`src/common/liu_cfg_pkg.sv`:
```
// Shared types and constants for the line-interface pin configuration block.
package liu_cfg_pkg;

    // Register byte offsets on the Avalon-MM slave.
    localparam logic [3:0] CTRL_OFFSET   = 4'h0;
    localparam logic [3:0] STATUS_OFFSET = 4'h4;

    // Reset value and writable mask of the control register.
    localparam logic [31:0] CTRL_RESET = 32'h0000_0000;
    localparam logic [31:0] CTRL_MASK  = 32'h007F_FFFF;

    // Field positions in the status register; the low bits mirror ctrl_s.
    localparam int STATUS_HW_MODE_BIT  = 24;
    localparam int STATUS_SENS_LSB     = 25;
    localparam int STATUS_TRISTATE_BIT = 27;

    // Synthesized bit-clock rate codes.
    localparam logic [1:0] SYNTH_2048K  = 2'h0;
    localparam logic [1:0] SYNTH_4096K  = 2'h1;
    localparam logic [1:0] SYNTH_8192K  = 2'h2;
    localparam logic [1:0] SYNTH_16384K = 2'h3;

    // Monitor gain boost in dB and receive termination in ohms.
    localparam logic [5:0] BOOST_NONE_DB = 6'h00;
    localparam logic [5:0] BOOST_LOW_DB  = 6'h14;
    localparam logic [5:0] BOOST_MID_DB  = 6'h1A;
    localparam logic [5:0] BOOST_HIGH_DB = 6'h20;
    localparam logic [6:0] TERM_OFF_OHM  = 7'h00;
    localparam logic [6:0] TERM_120_OHM  = 7'h78;
    localparam logic [6:0] TERM_100_OHM  = 7'h64;
    localparam logic [6:0] TERM_75_OHM   = 7'h4B;

    // Receive sensitivity setting derived from gain limit and line type.
    typedef enum logic [1:0] {
        SENS_E1_12DB,
        SENS_E1_43DB,
        SENS_T1_30DB,
        SENS_T1_36DB
    } sens_e;

    // Internal control bits, the same layout as the control register.
    typedef struct packed {
        logic [1:0] synth_clock_sel;
        logic       carrier_pin_sel;
        logic       nonreturn_enable;
        logic       remote_loop_bit;
        logic       local_loop_bit;
        logic       analog_loop_bit;
        logic       send_all_ones;
        logic       send_alternating;
        logic       send_prbs;
        logic       gain_limit;
        logic       e1_t1_select;
        logic [1:0] monitor_gain;
        logic [1:0] termination;
        logic       rx_zero_sub_enable;
        logic       tx_zero_sub_enable;
        logic       rx_sync_clock_enable;
        logic       tx_sync_clock_enable;
        logic       tx_edge_select;
        logic       rx_edge_select;
        logic       jitter_depth_select;
    } ctrl_s;

    localparam int CTRL_W = $bits(ctrl_s);

    // Every input that arrives from outside the clock domain.
    typedef struct packed {
        logic rx_clock;
        logic rx_line_pos;
        logic rx_line_neg;
        logic rx_line_error;
        logic tx_clock;
        logic tx_pos_data;
        logic tx_neg_data;
        logic tx_power_down;
        logic test_tristate;
        logic nonreturn_enable;
        logic clock_edge_select;
        logic sync_clock_enable;
        logic zero_sub_enable_pin;
        logic loop_select_hi;
        logic loop_select_lo;
        logic tx_source_hi;
        logic tx_source_lo;
        logic monitor_gain_hi;
        logic monitor_gain_lo;
        logic termination_hi;
        logic termination_lo;
        logic interface_select_hi;
        logic interface_select_lo;
        logic carrier_loss_in;
        logic tx_clock_loss_in;
    } pins_s;

endpackage

```
`src/hw/line_interface_pin_config.sv`:
```
// Hardware-mode pin decode and system-side data timing of the line interface.
// How it works
// - Receive outputs update on rising clock edge if edge select 0, else falling.
// - NRZ mode: data on positive output, error pulse on negative output.
// - Transmit inputs sampled on falling clock edge if select 0, else rising.
// - Tri-state test input high releases every output and two-way pin.
// - Transmit power-down high tri-states both line driver outputs.
// - Sync-clock enable pin turns the 2.048MHz sync mode off or on.
// - Loop pins: 11 remote, 10 local, 01 analog, 00 no loopback.
// - Source pins: 11 all ones, 10 alternating, 01 PRBS, 00 data.
// - Sensitivity from gain limit and E1/T1: -12/-43 E1, -36/-30 T1.
// - Monitor gain bits give boost of 0, 20, 26 or 32 dB.
// - Termination bits: off, 120, 100 or 75 ohm.
// - Both interface-select pins high enter hardware mode using pin controls.
// - Hardware mode sets the synthesized bit clock to 16.384MHz.
// - Hardware mode routes carrier loss to the shared alarm pin.
// - Hardware mode holds the jitter depth select at 0.
// - One zero-substitution pin drives both receive and transmit enables.
// - One sync-clock pin drives both receive and transmit sync enables.
// - One edge-select pin drives both receive and transmit edge selects.
// - Hardware mode holds every unmapped control bit except the synthesized clock select at 0.
// - NRZ enable pin selects NRZ or bipolar form on both pin pairs.
//
// Decided for this implementation: the register addresses and register access over Avalon-MM.
`timescale 1ns/100ps
module line_interface_pin_config
    import liu_cfg_pkg::*;
(
    input  wire logic        clk_sys,
    input  wire logic        reset_n,
    input  wire logic [3:0]  address,
    input  wire logic        read,
    input  wire logic        write,
    input  wire logic [31:0] writedata,
    input  wire logic [3:0]  byteenable,
    output logic      [31:0] readdata,
    output logic             waitrequest,
    input  wire logic        rx_clock,
    input  wire logic        rx_line_pos,
    input  wire logic        rx_line_neg,
    input  wire logic        rx_line_error,
    input  wire logic        tx_clock,
    input  wire logic        tx_pos_data,
    input  wire logic        tx_neg_data,
    input  wire logic        tx_power_down,
    input  wire logic        test_tristate,
    input  wire logic        nonreturn_enable,
    input  wire logic        clock_edge_select,
    input  wire logic        sync_clock_enable,
    input  wire logic        zero_sub_enable_pin,
    input  wire logic        loop_select_hi,
    input  wire logic        loop_select_lo,
    input  wire logic        tx_source_hi,
    input  wire logic        tx_source_lo,
    input  wire logic        monitor_gain_hi,
    input  wire logic        monitor_gain_lo,
    input  wire logic        termination_hi,
    input  wire logic        termination_lo,
    input  wire logic        interface_select_hi,
    input  wire logic        interface_select_lo,
    input  wire logic        carrier_loss_in,
    input  wire logic        tx_clock_loss_in,
    output logic             rx_pos_data,
    output logic             rx_neg_data,
    output logic             rx_data_oe,
    output logic             line_drive_a,
    output logic             line_drive_b,
    output logic             line_drive_oe,
    output logic             alarm_pin,
    output logic             alarm_pin_oe,
    output ctrl_s            control,
    output sens_e            sensitivity,
    output logic      [5:0]  gain_boost_db,
    output logic      [6:0]  termination_ohm,
    output logic             hw_mode
);

    pins_s      pin_raw;
    pins_s      pin_meta;
    pins_s      pin;
    logic       rx_clk_d;
    logic       tx_clk_d;
    logic       rx_take;
    logic       tx_take;
    logic [31:0] ctrl_word;
    logic       bus_done;
    ctrl_s      eff;
    logic       tx_mark;
    logic       ami_polarity;
    logic       alt_phase;
    logic [14:0] prbs;
    logic       nrz_mode;

    // Gather the pins so one synchroniser handles them all.
    assign pin_raw = '{rx_clock, rx_line_pos, rx_line_neg, rx_line_error,
                       tx_clock, tx_pos_data, tx_neg_data, tx_power_down,
                       test_tristate, nonreturn_enable, clock_edge_select,
                       sync_clock_enable, zero_sub_enable_pin,
                       loop_select_hi, loop_select_lo, tx_source_hi,
                       tx_source_lo, monitor_gain_hi, monitor_gain_lo,
                       termination_hi, termination_lo, interface_select_hi,
                       interface_select_lo, carrier_loss_in,
                       tx_clock_loss_in};

    // Two flip-flops per pin; only the second stage is read by logic.
    always_ff @(posedge clk_sys or negedge reset_n) begin
        if (!reset_n) begin
            pin_meta <= '0;
            pin      <= '0;
        end else begin
            pin_meta <= pin_raw;
            pin      <= pin_meta;
        end
    end

    // Delayed copies of the synchronised clocks for edge detection.
    always_ff @(posedge clk_sys or negedge reset_n) begin
        if (!reset_n) begin
            rx_clk_d <= 1'b0;
            tx_clk_d <= 1'b0;
        end else begin
            rx_clk_d <= pin.rx_clock;
            tx_clk_d <= pin.tx_clock;
        end
    end

    assign hw_mode = pin.interface_select_hi & pin.interface_select_lo;

    // Effective controls are combinational so pin changes apply at once.
    // continuous pin decode
    always_comb begin
        eff = ctrl_s'(ctrl_word[CTRL_W-1:0]);
        if (hw_mode) begin
            eff = '0;
            eff.synth_clock_sel = SYNTH_16384K;
            eff.carrier_pin_sel = 1'b0;
            eff.jitter_depth_select = 1'b0;
            eff.nonreturn_enable = pin.nonreturn_enable;
            eff.remote_loop_bit = pin.loop_select_hi & pin.loop_select_lo;
            eff.local_loop_bit  = pin.loop_select_hi & ~pin.loop_select_lo;
            eff.analog_loop_bit = ~pin.loop_select_hi & pin.loop_select_lo;
            eff.send_all_ones    = pin.tx_source_hi & pin.tx_source_lo;
            eff.send_alternating = pin.tx_source_hi & ~pin.tx_source_lo;
            eff.send_prbs        = ~pin.tx_source_hi & pin.tx_source_lo;
            eff.monitor_gain = {pin.monitor_gain_hi, pin.monitor_gain_lo};
            eff.termination  = {pin.termination_hi, pin.termination_lo};
            eff.rx_zero_sub_enable = pin.zero_sub_enable_pin;
            eff.tx_zero_sub_enable = pin.zero_sub_enable_pin;
            eff.rx_sync_clock_enable = pin.sync_clock_enable;
            eff.tx_sync_clock_enable = pin.sync_clock_enable;
            eff.rx_edge_select = pin.clock_edge_select;
            eff.tx_edge_select = pin.clock_edge_select;
        end
    end

    assign control  = eff;
    assign nrz_mode = eff.nonreturn_enable;

    always_comb begin
        case ({eff.e1_t1_select, eff.gain_limit})
            2'b00:   sensitivity = SENS_E1_12DB;
            2'b01:   sensitivity = SENS_E1_43DB;
            2'b11:   sensitivity = SENS_T1_30DB;
            default: sensitivity = SENS_T1_36DB;
        endcase
    end

    always_comb begin
        case (eff.monitor_gain)
            2'b01:   gain_boost_db = BOOST_LOW_DB;
            2'b10:   gain_boost_db = BOOST_MID_DB;
            2'b11:   gain_boost_db = BOOST_HIGH_DB;
            default: gain_boost_db = BOOST_NONE_DB;
        endcase
    end

    always_comb begin
        case (eff.termination)
            2'b01:   termination_ohm = TERM_120_OHM;
            2'b10:   termination_ohm = TERM_100_OHM;
            2'b11:   termination_ohm = TERM_75_OHM;
            default: termination_ohm = TERM_OFF_OHM;
        endcase
    end

    assign rx_take = eff.rx_edge_select ? (rx_clk_d & ~pin.rx_clock)
                                        : (~rx_clk_d & pin.rx_clock);
    assign tx_take = eff.tx_edge_select ? (~tx_clk_d & pin.tx_clock)
                                        : (tx_clk_d & ~pin.tx_clock);

    // Receive outputs move only on the selected receive clock edge.
    // NRZ data and error
    always_ff @(posedge clk_sys or negedge reset_n) begin
        if (!reset_n) begin
            rx_pos_data <= 1'b0;
            rx_neg_data <= 1'b0;
        end else if (rx_take) begin
            if (nrz_mode) begin
                rx_pos_data <= pin.rx_line_pos | pin.rx_line_neg;
                rx_neg_data <= pin.rx_line_error;
            end else begin
                rx_pos_data <= pin.rx_line_pos;
                rx_neg_data <= pin.rx_line_neg;
            end
        end
    end

    // Pick the mark to send this bit; NRZ data may arrive on either input.
    always_comb begin
        if (eff.send_all_ones) begin
            tx_mark = 1'b1;
        end else if (eff.send_alternating) begin
            tx_mark = alt_phase;
        end else if (eff.send_prbs) begin
            tx_mark = prbs[14];
        end else begin
            tx_mark = pin.tx_pos_data | pin.tx_neg_data;
        end
    end

    // Pattern state advances once per transmit bit.
    always_ff @(posedge clk_sys or negedge reset_n) begin
        if (!reset_n) begin
            alt_phase <= 1'b1;
            prbs      <= 15'h7FFF;
        end else if (tx_take) begin
            alt_phase <= ~alt_phase;
            prbs      <= {prbs[13:0], prbs[14] ^ prbs[13]};
        end
    end

    // Line drivers take data at the transmit edge; generated patterns and
    // NRZ input are turned into alternating marks so the line stays balanced.
    always_ff @(posedge clk_sys or negedge reset_n) begin
        if (!reset_n) begin
            line_drive_a <= 1'b0;
            line_drive_b <= 1'b0;
            ami_polarity <= 1'b0;
        end else if (tx_take) begin
            if (!nrz_mode && !eff.send_all_ones && !eff.send_alternating
                && !eff.send_prbs) begin
                line_drive_a <= pin.tx_pos_data;
                line_drive_b <= pin.tx_neg_data;
            end else begin
                line_drive_a <= tx_mark & ~ami_polarity;
                line_drive_b <= tx_mark & ami_polarity;
                ami_polarity <= ami_polarity ^ tx_mark;
            end
        end
    end

    // Shared alarm pin shows carrier loss or transmit clock loss.
    assign alarm_pin = eff.carrier_pin_sel ? pin.tx_clock_loss_in
                                           : pin.carrier_loss_in;

    assign rx_data_oe    = ~pin.test_tristate;
    assign alarm_pin_oe  = ~pin.test_tristate;
    assign line_drive_oe = ~pin.test_tristate & ~pin.tx_power_down;

    // Bus answers every request after exactly one wait cycle.
    assign waitrequest = (read | write) & ~bus_done;

    always_ff @(posedge clk_sys or negedge reset_n) begin
        if (!reset_n) begin
            bus_done <= 1'b0;
        end else begin
            bus_done <= (read | write) & ~bus_done;
        end
    end

    // Control register write, byte lanes honoured, reserved bits kept 0.
    always_ff @(posedge clk_sys or negedge reset_n) begin
        if (!reset_n) begin
            ctrl_word <= CTRL_RESET;
        end else if (write && bus_done && address == CTRL_OFFSET) begin
            for (int i = 0; i < 4; i++) begin
                if (byteenable[i]) begin
                    ctrl_word[8*i +: 8] <= writedata[8*i +: 8] & CTRL_MASK[8*i +: 8];
                end
            end
        end
    end

    // Read data is captured in the wait cycle and stands in the answer one.
    always_ff @(posedge clk_sys or negedge reset_n) begin
        if (!reset_n) begin
            readdata <= '0;
        end else if (read && !bus_done) begin
            case (address)
                CTRL_OFFSET: readdata <= ctrl_word;
                STATUS_OFFSET: begin
                    readdata <= '0;
                    readdata[CTRL_W-1:0] <= eff;
                    readdata[STATUS_HW_MODE_BIT] <= hw_mode;
                    readdata[STATUS_SENS_LSB +: 2] <= sensitivity;
                    readdata[STATUS_TRISTATE_BIT] <= pin.test_tristate;
                end
                default: readdata <= '0;
            endcase
        end
    end
endmodule

```
`config.mk`:
```
export PLATFORM = sky130hd
export DESIGN_NAME = line_interface_pin_config
export DESIGN_NICKNAME = d
export VERILOG_FILES = /design/src/common/liu_cfg_pkg.sv /design/src/hw/line_interface_pin_config.sv
export SDC_FILE = /design/constraint.sdc
export NUM_CORES = 1
export LEC_CHECK = 0
export BUFFER_PORTS_ARGS = -buffer_cell sky130_fd_sc_hd__buf_2
export CORE_ASPECT_RATIO = 1.2
export CORE_UTILIZATION = 51
export DETAILED_ROUTE_END_ITERATION = 16
export GPL_TIMING_DRIVEN = 1
export PLACE_DENSITY = 0.82
export SLEW_MARGIN = 20
export SYNTH_ARGS = -nofsm -noshare
export SYNTH_HDL_FRONTEND = slang
export SYNTH_SLANG_ARGS = --single-unit
export TNS_END_PERCENT = 50
```
`constraint.sdc`:
```
create_clock -name clk_sys -period 2.3 [get_ports clk_sys]
set_clock_uncertainty 0.2 [all_clocks]
set_input_delay 0.23 -clock clk_sys [delete_from_list [all_inputs] [get_ports clk_sys]]
set_output_delay 0.23 -clock clk_sys [all_outputs]
set_load 0.05 [all_outputs]
```
* After elaboration in Yosys (flattened, before gate mapping)
Cells that the tools add are included.
** Cells by class
- Equality and inequality tests :: 9
- Multiplexer cells :: 15
- Bitwise logic cells :: 34
- Reductions and logical operators :: 17
** Operators by type and width (count)
- 28-bit one-hot mux with 2 select lines :: 1
- 23-bit two-way mux :: 1
- 7-bit one-hot mux with 3 select lines :: 1
- 6-bit one-hot mux with 3 select lines :: 1
- 1-bit bitwise AND :: 15
- 1-bit inverter :: 14
- 2-bit == test (second input constant) :: 5
- 1-bit two-way mux :: 10
- 2-bit AND reduction :: 4
- 2-bit by 1-bit == test with 1-bit output (second input constant) :: 3
- 1-bit logical AND :: 6
- 2-bit one-hot mux with 3 select lines :: 1
- 1-bit zero test :: 5
- 4-bit by 3-bit == test with 1-bit output (second input constant) :: 1
- 4-bit zero test :: 1
- 1-bit OR :: 3
- 2-bit zero test :: 1
- 1-bit XOR :: 2
** Word-level totals
- Register bits after elaboration :: 129
- Input bits :: 69
- Output and inout port bits :: 80

* Logic depth before layout (Yosys ltp)
- Depth in word-level cells :: 9
- Mapped depth :: 8
- Depth with buffers taken out :: 8

* Least setup slack after synthesis
OpenSTA, ideal clock, no wires.
- Path type :: register to register
- From :: register pin[3] (netlist name)
- To :: register ami_polarity
- Library setup time :: 0.079 ns
- Arrival :: 3.232 ns
- Path slack :: -1.212 ns
- Cell stages (with the launch flop) :: 8
- Buffers on the path :: 0
- Clock period less this slack :: 3.512 ns
- Cell sequence :: dfrtp_1 nand2_1 clkinv_1 o21ai_0 a21boi_0 o31ai_1 ha_1 mux2i_1
** RTL lines
- from (decl) :: RTL line line_interface_pin_config.sv:80 : pins_s pin;
- from (signal assigned) :: RTL line line_interface_pin_config.sv:112 : pin <= pin_meta;
- to (signal assigned) :: RTL line line_interface_pin_config.sv:247 : ami_polarity <= ami_polarity ^ tx_mark;
- to (decl) :: RTL line line_interface_pin_config.sv:89 : logic ami_polarity;

* Worst setup path after layout
- From :: register pin[3] (netlist name)
- To :: output port gain_boost_db[5]
** On the way
- Longest elaborated chain between the ends :: 4
** RTL lines
- 1-bit bitwise AND * :: RTL line line_interface_pin_config.sv:127 : assign hw_mode = pin.interface_select_hi & pin.interface_select_lo;
- 23-bit two-way mux * :: RTL line line_interface_pin_config.sv:133 : if (hw_mode) begin
- 2-bit == test or 2-bit by 1-bit == test with 1-bit output (tied branches) :: RTL line line_interface_pin_config.sv:169 : case (eff.monitor_gain)
- 6-bit one-hot mux with 3 select lines * :: RTL line line_interface_pin_config.sv:169
- to (decl) :: RTL line line_interface_pin_config.sv:73 : output logic [5:0] gain_boost_db,
Every way passes the cells marked *; elsewhere a longest branch is shown, timed or not.

==> qor.yml <==
clock_network:
  cts_buffers: 17
  clkTransAtPathRegs_ns: 0.06
  cts-root-buf: "clkbuf_8"
  clock_path_buffers: 2
  clkSinkCount: 124
  htreeDepth: 4
  clock_latency_ns: 0.52
  cts_tree: "built"
global_route:
  grt_pass1_vias: 4016
  grt_max_degree: 125
  grt_first_pass_wirelength_um: 19900
  grt_use_total_pct: 26.9
  grt_remaining_overflow: 0
  antenna_found_initial: 0
worst_setup_path:
  r2r-start: "pin[2]"
  worstSetupPathType: "register to primary output"
  rrSetupSlack_ns: -0.04
  cp_slowest_cell: "dfrtp_2"
  cp-end-kind: "primary output"
  crit_path_max_fanout: 6
  regToRegEndpoint: "line_drive_b"
  crit_chain: "nand2_4, buf_12, mux2i_4, inv_2, ha_1, buf_6"
  max_stage_delay_ns: 0.44
  startpoint_type: "register"
  cp_data_arrival_time_ns: 2.02
  cp.required_ns: 1.87
  r2r_cells: 9
yosys:
  synth_flop_cell: "dfrtp_1"
  yosysTopAreaCell: "dfrtp_1"
  synth_async_sr_flop_share_pct: 100
  ys_top_cells_by_area: "dfrtp_1 55%, dfstp_2 8.5%, mux2_2 8.0%, mux2i_1 2.8%, nand2_1 2.4%"
  ys_seq_elements: 124
  post-synth-top-count-cell: "dfrtp_1"
  ys_types: 46
  yosys-top-cells-count: "108 x dfrtp_1, 35 x mux2_2, 31 x nand2_1"
  yosysSeqAreaShare_pct: 63.3
  synth_top_cell_area_share_pct: 54.8
  syn_inst: 377
  syn_area_per_cell_um2: 13.1
  synth-edff-count: 0
  yosys_warnings: 0
  synthesis.area_um2: 4930
drt:
  ant_nets: 0
  vias: 3790
  wl_met1_um: 4620
  wire_per_inst_um: 17.7
  viasPerCell: 5.23
  routed.top_layer: "met4"
  wl_met2_um: 6990
  drt-pass1-iter-count: 4
  dr_wl_met3_um: 719
  drc_errors: 0
  drt-initial-drc-count: 182
  drt-total-wl_um: 12800
outcome:
  run_status: "complete, but fails checks"
  violations: "negative setup slack"
placement:
  place_congestion: 0.766
  place_area_um2: 5740
  detailed_place_hpwl_um: 7230
  io_buffers: 132
timing:
  hold_viol_final: 0
  drv_slew: 0
  relSlewSlack_pct: 57.1
  period_minus_slack_ns: 2.45
  tightest_slew_ns: 0.643
  rsz0062_at_grt: "yes"
  fmax_mhz: 408
  setup_viol: 21
  layout_setup_ws_ns: -0.152
  min_period_over_period_pct: 107
pwr:
  powerDensity_nw_per_um2: 975
  clkPwrFrac_pct: 38.7
  vdd_drop_max_mv: 0.713
  power_frac_comb_pct: 23.3
  p_leak_nw: 3.69
  power.net_switching_mw: 2.15
  pwr-share-seq_pct: 38.0
  switching_share_pct: 29.7
  cell_internal_pwr_mw: 5.07
die:
  row_count: 38
  core_area_um2: 9220
  start_util_pct: 53.5
  dieArea_um2: 10100
  ios: 149
  die_h_um: 110
  die_w_um: 91.8
finish:
  post-route-util_pct: 80.2
  diodes: 0
  final_nets: 670
  layout-drive-gt1-share_pct: 46.3
  area_delta_synth_final_pct: 49.9
  fin_area_um2: 7400
worst_hold_path:
  min_from: "byteenable[1]"
  hold_path.class: "input pin to register"
  holdPathEnd: "ctrl_word[8]"
  hold_depth: 3
flow_run:
  cap_violations: 0
==> cell usage in the layout, fill, tap and decap left out, drive strengths merged, types with 2 or more instances in the layout <==
cell         count
o41ai            3
clkinv           6
conb             6
or2              2
nand2           34
buf            152
and3             3
nand2b           6
ha               9
nand3            4
a22o            10
and2             5
dlygate4sd3     61
clkbuf          20
mux2i           14
a31oi            3
and4b            2
a21oi           14
nor2            21
a21o             4
mux2            41
dfstp           16
o21ai           12
o31ai            6
nor3             6
bufinv           4
clkinvlp         2
inv             16
dfrtp          108
a21boi           2
xnor2            2
nand3b           2
==> kinds of logic after synthesis <==
group	after synthesis	synth area share, %
flip-flops	124	63.3
AND/OR/NAND/NOR	90	9.36
AO/OA/AOI/OAI	56	7.56
multiplexers	55	12.7
buffers and inverters	39	4.26
adder cells (fa/ha/maj)	9	2.28
XOR/XNOR	3	0.533
other	1	0.0760
==> registers in the layout, summed over array words and instances, names as in the netlist <==
register / flops
tx_clk_d: 1
rx_clk_d: 1
prbs: 15
pin: 25
rx_neg_data: 1
line_drive_a: 1
bus_done: 1
pin_meta: 25
alt_phase: 1
line_drive_b: 1
ami_polarity: 1
rx_pos_data: 1
ctrl_word: 23
readdata: 27
==> critical path, delay by kind of cell, from the launching register on <==
family                   cells  cell delay [ns]
buffers and inverters        3             0.41
flip-flops                   1             0.44
multiplexers                 1             0.31
AND/OR/NAND/NOR              1             0.10
adder cells (fa/ha/maj)      1             0.24
==> final cells by class <==
cell class,count,area (µm²)
clock buffers,19,442
inverters,15,60.1
clock inverters,13,189
repair buffers,215,1660
well taps,120,150
flip-flops and latches,124,3130
fillers,505,1830
multi-input cells,219,1770
==> metal layers <==
metal  GRT usage (%)  up-vias
met5               0        -
met4            16.4        0
met3            6.57       40
met2            49.0      161
met1            28.3     1870
li1                -     1719
==> power groups by stage <==
stage	clock, mW	sequential [mW]	combinational [mW]
global placement	0	2.74	1.30
global route	2.93	2.77	1.78
detailed placement	0	2.75	1.35
finish	2.79	2.74	1.68
CTS	2.82	2.73	1.61
floorplan	0	2.83	0.920
==> worst max-delay path by stage <==
stage	startpoint	to	slack, ns
floorplan	pin[3]	termination_ohm[1]	-0.19
global placement	pin[3]	prbs[4]	0.10
detailed placement	pin[3]	prbs[4]	0.03
CTS	pin[2]	gain_boost_db[4]	-0.10
global route	pin[2]	gain_boost_db[5]	-0.20
finish	pin[3]	gain_boost_db[5]	-0.15
==> repair_timing <==
item	CTS	global route
endpoints found under the hold margin	164	0
hold buffers	61	0
endpoints found under the setup margin	26	36
resized for setup	68	23
pin swaps	4	4
gates cloned	1	0
buffers inserted	10	0
==> metrics by stage <==
step / hold slack (ns) / power (mW) / std cells / setup TNS (ns) / setup slack, ns
floorplan: -0.266 / 3.75 / 382 / -0.519 / -0.185
global placement: 0.131 / 4.04 / 621 / 0 / 0.102
detailed placement: 0.136 / 4.10 / 621 / 0 / 0.0337
CTS: 0.0234 / 7.17 / 725 / -0.980 / -0.104
global route: 0.0393 / 7.48 / 725 / -3.22 / -0.202
finish: 0.0469 / 7.21 / 725 / -1.54 / -0.152
Power figures use the tool's default switching activity.
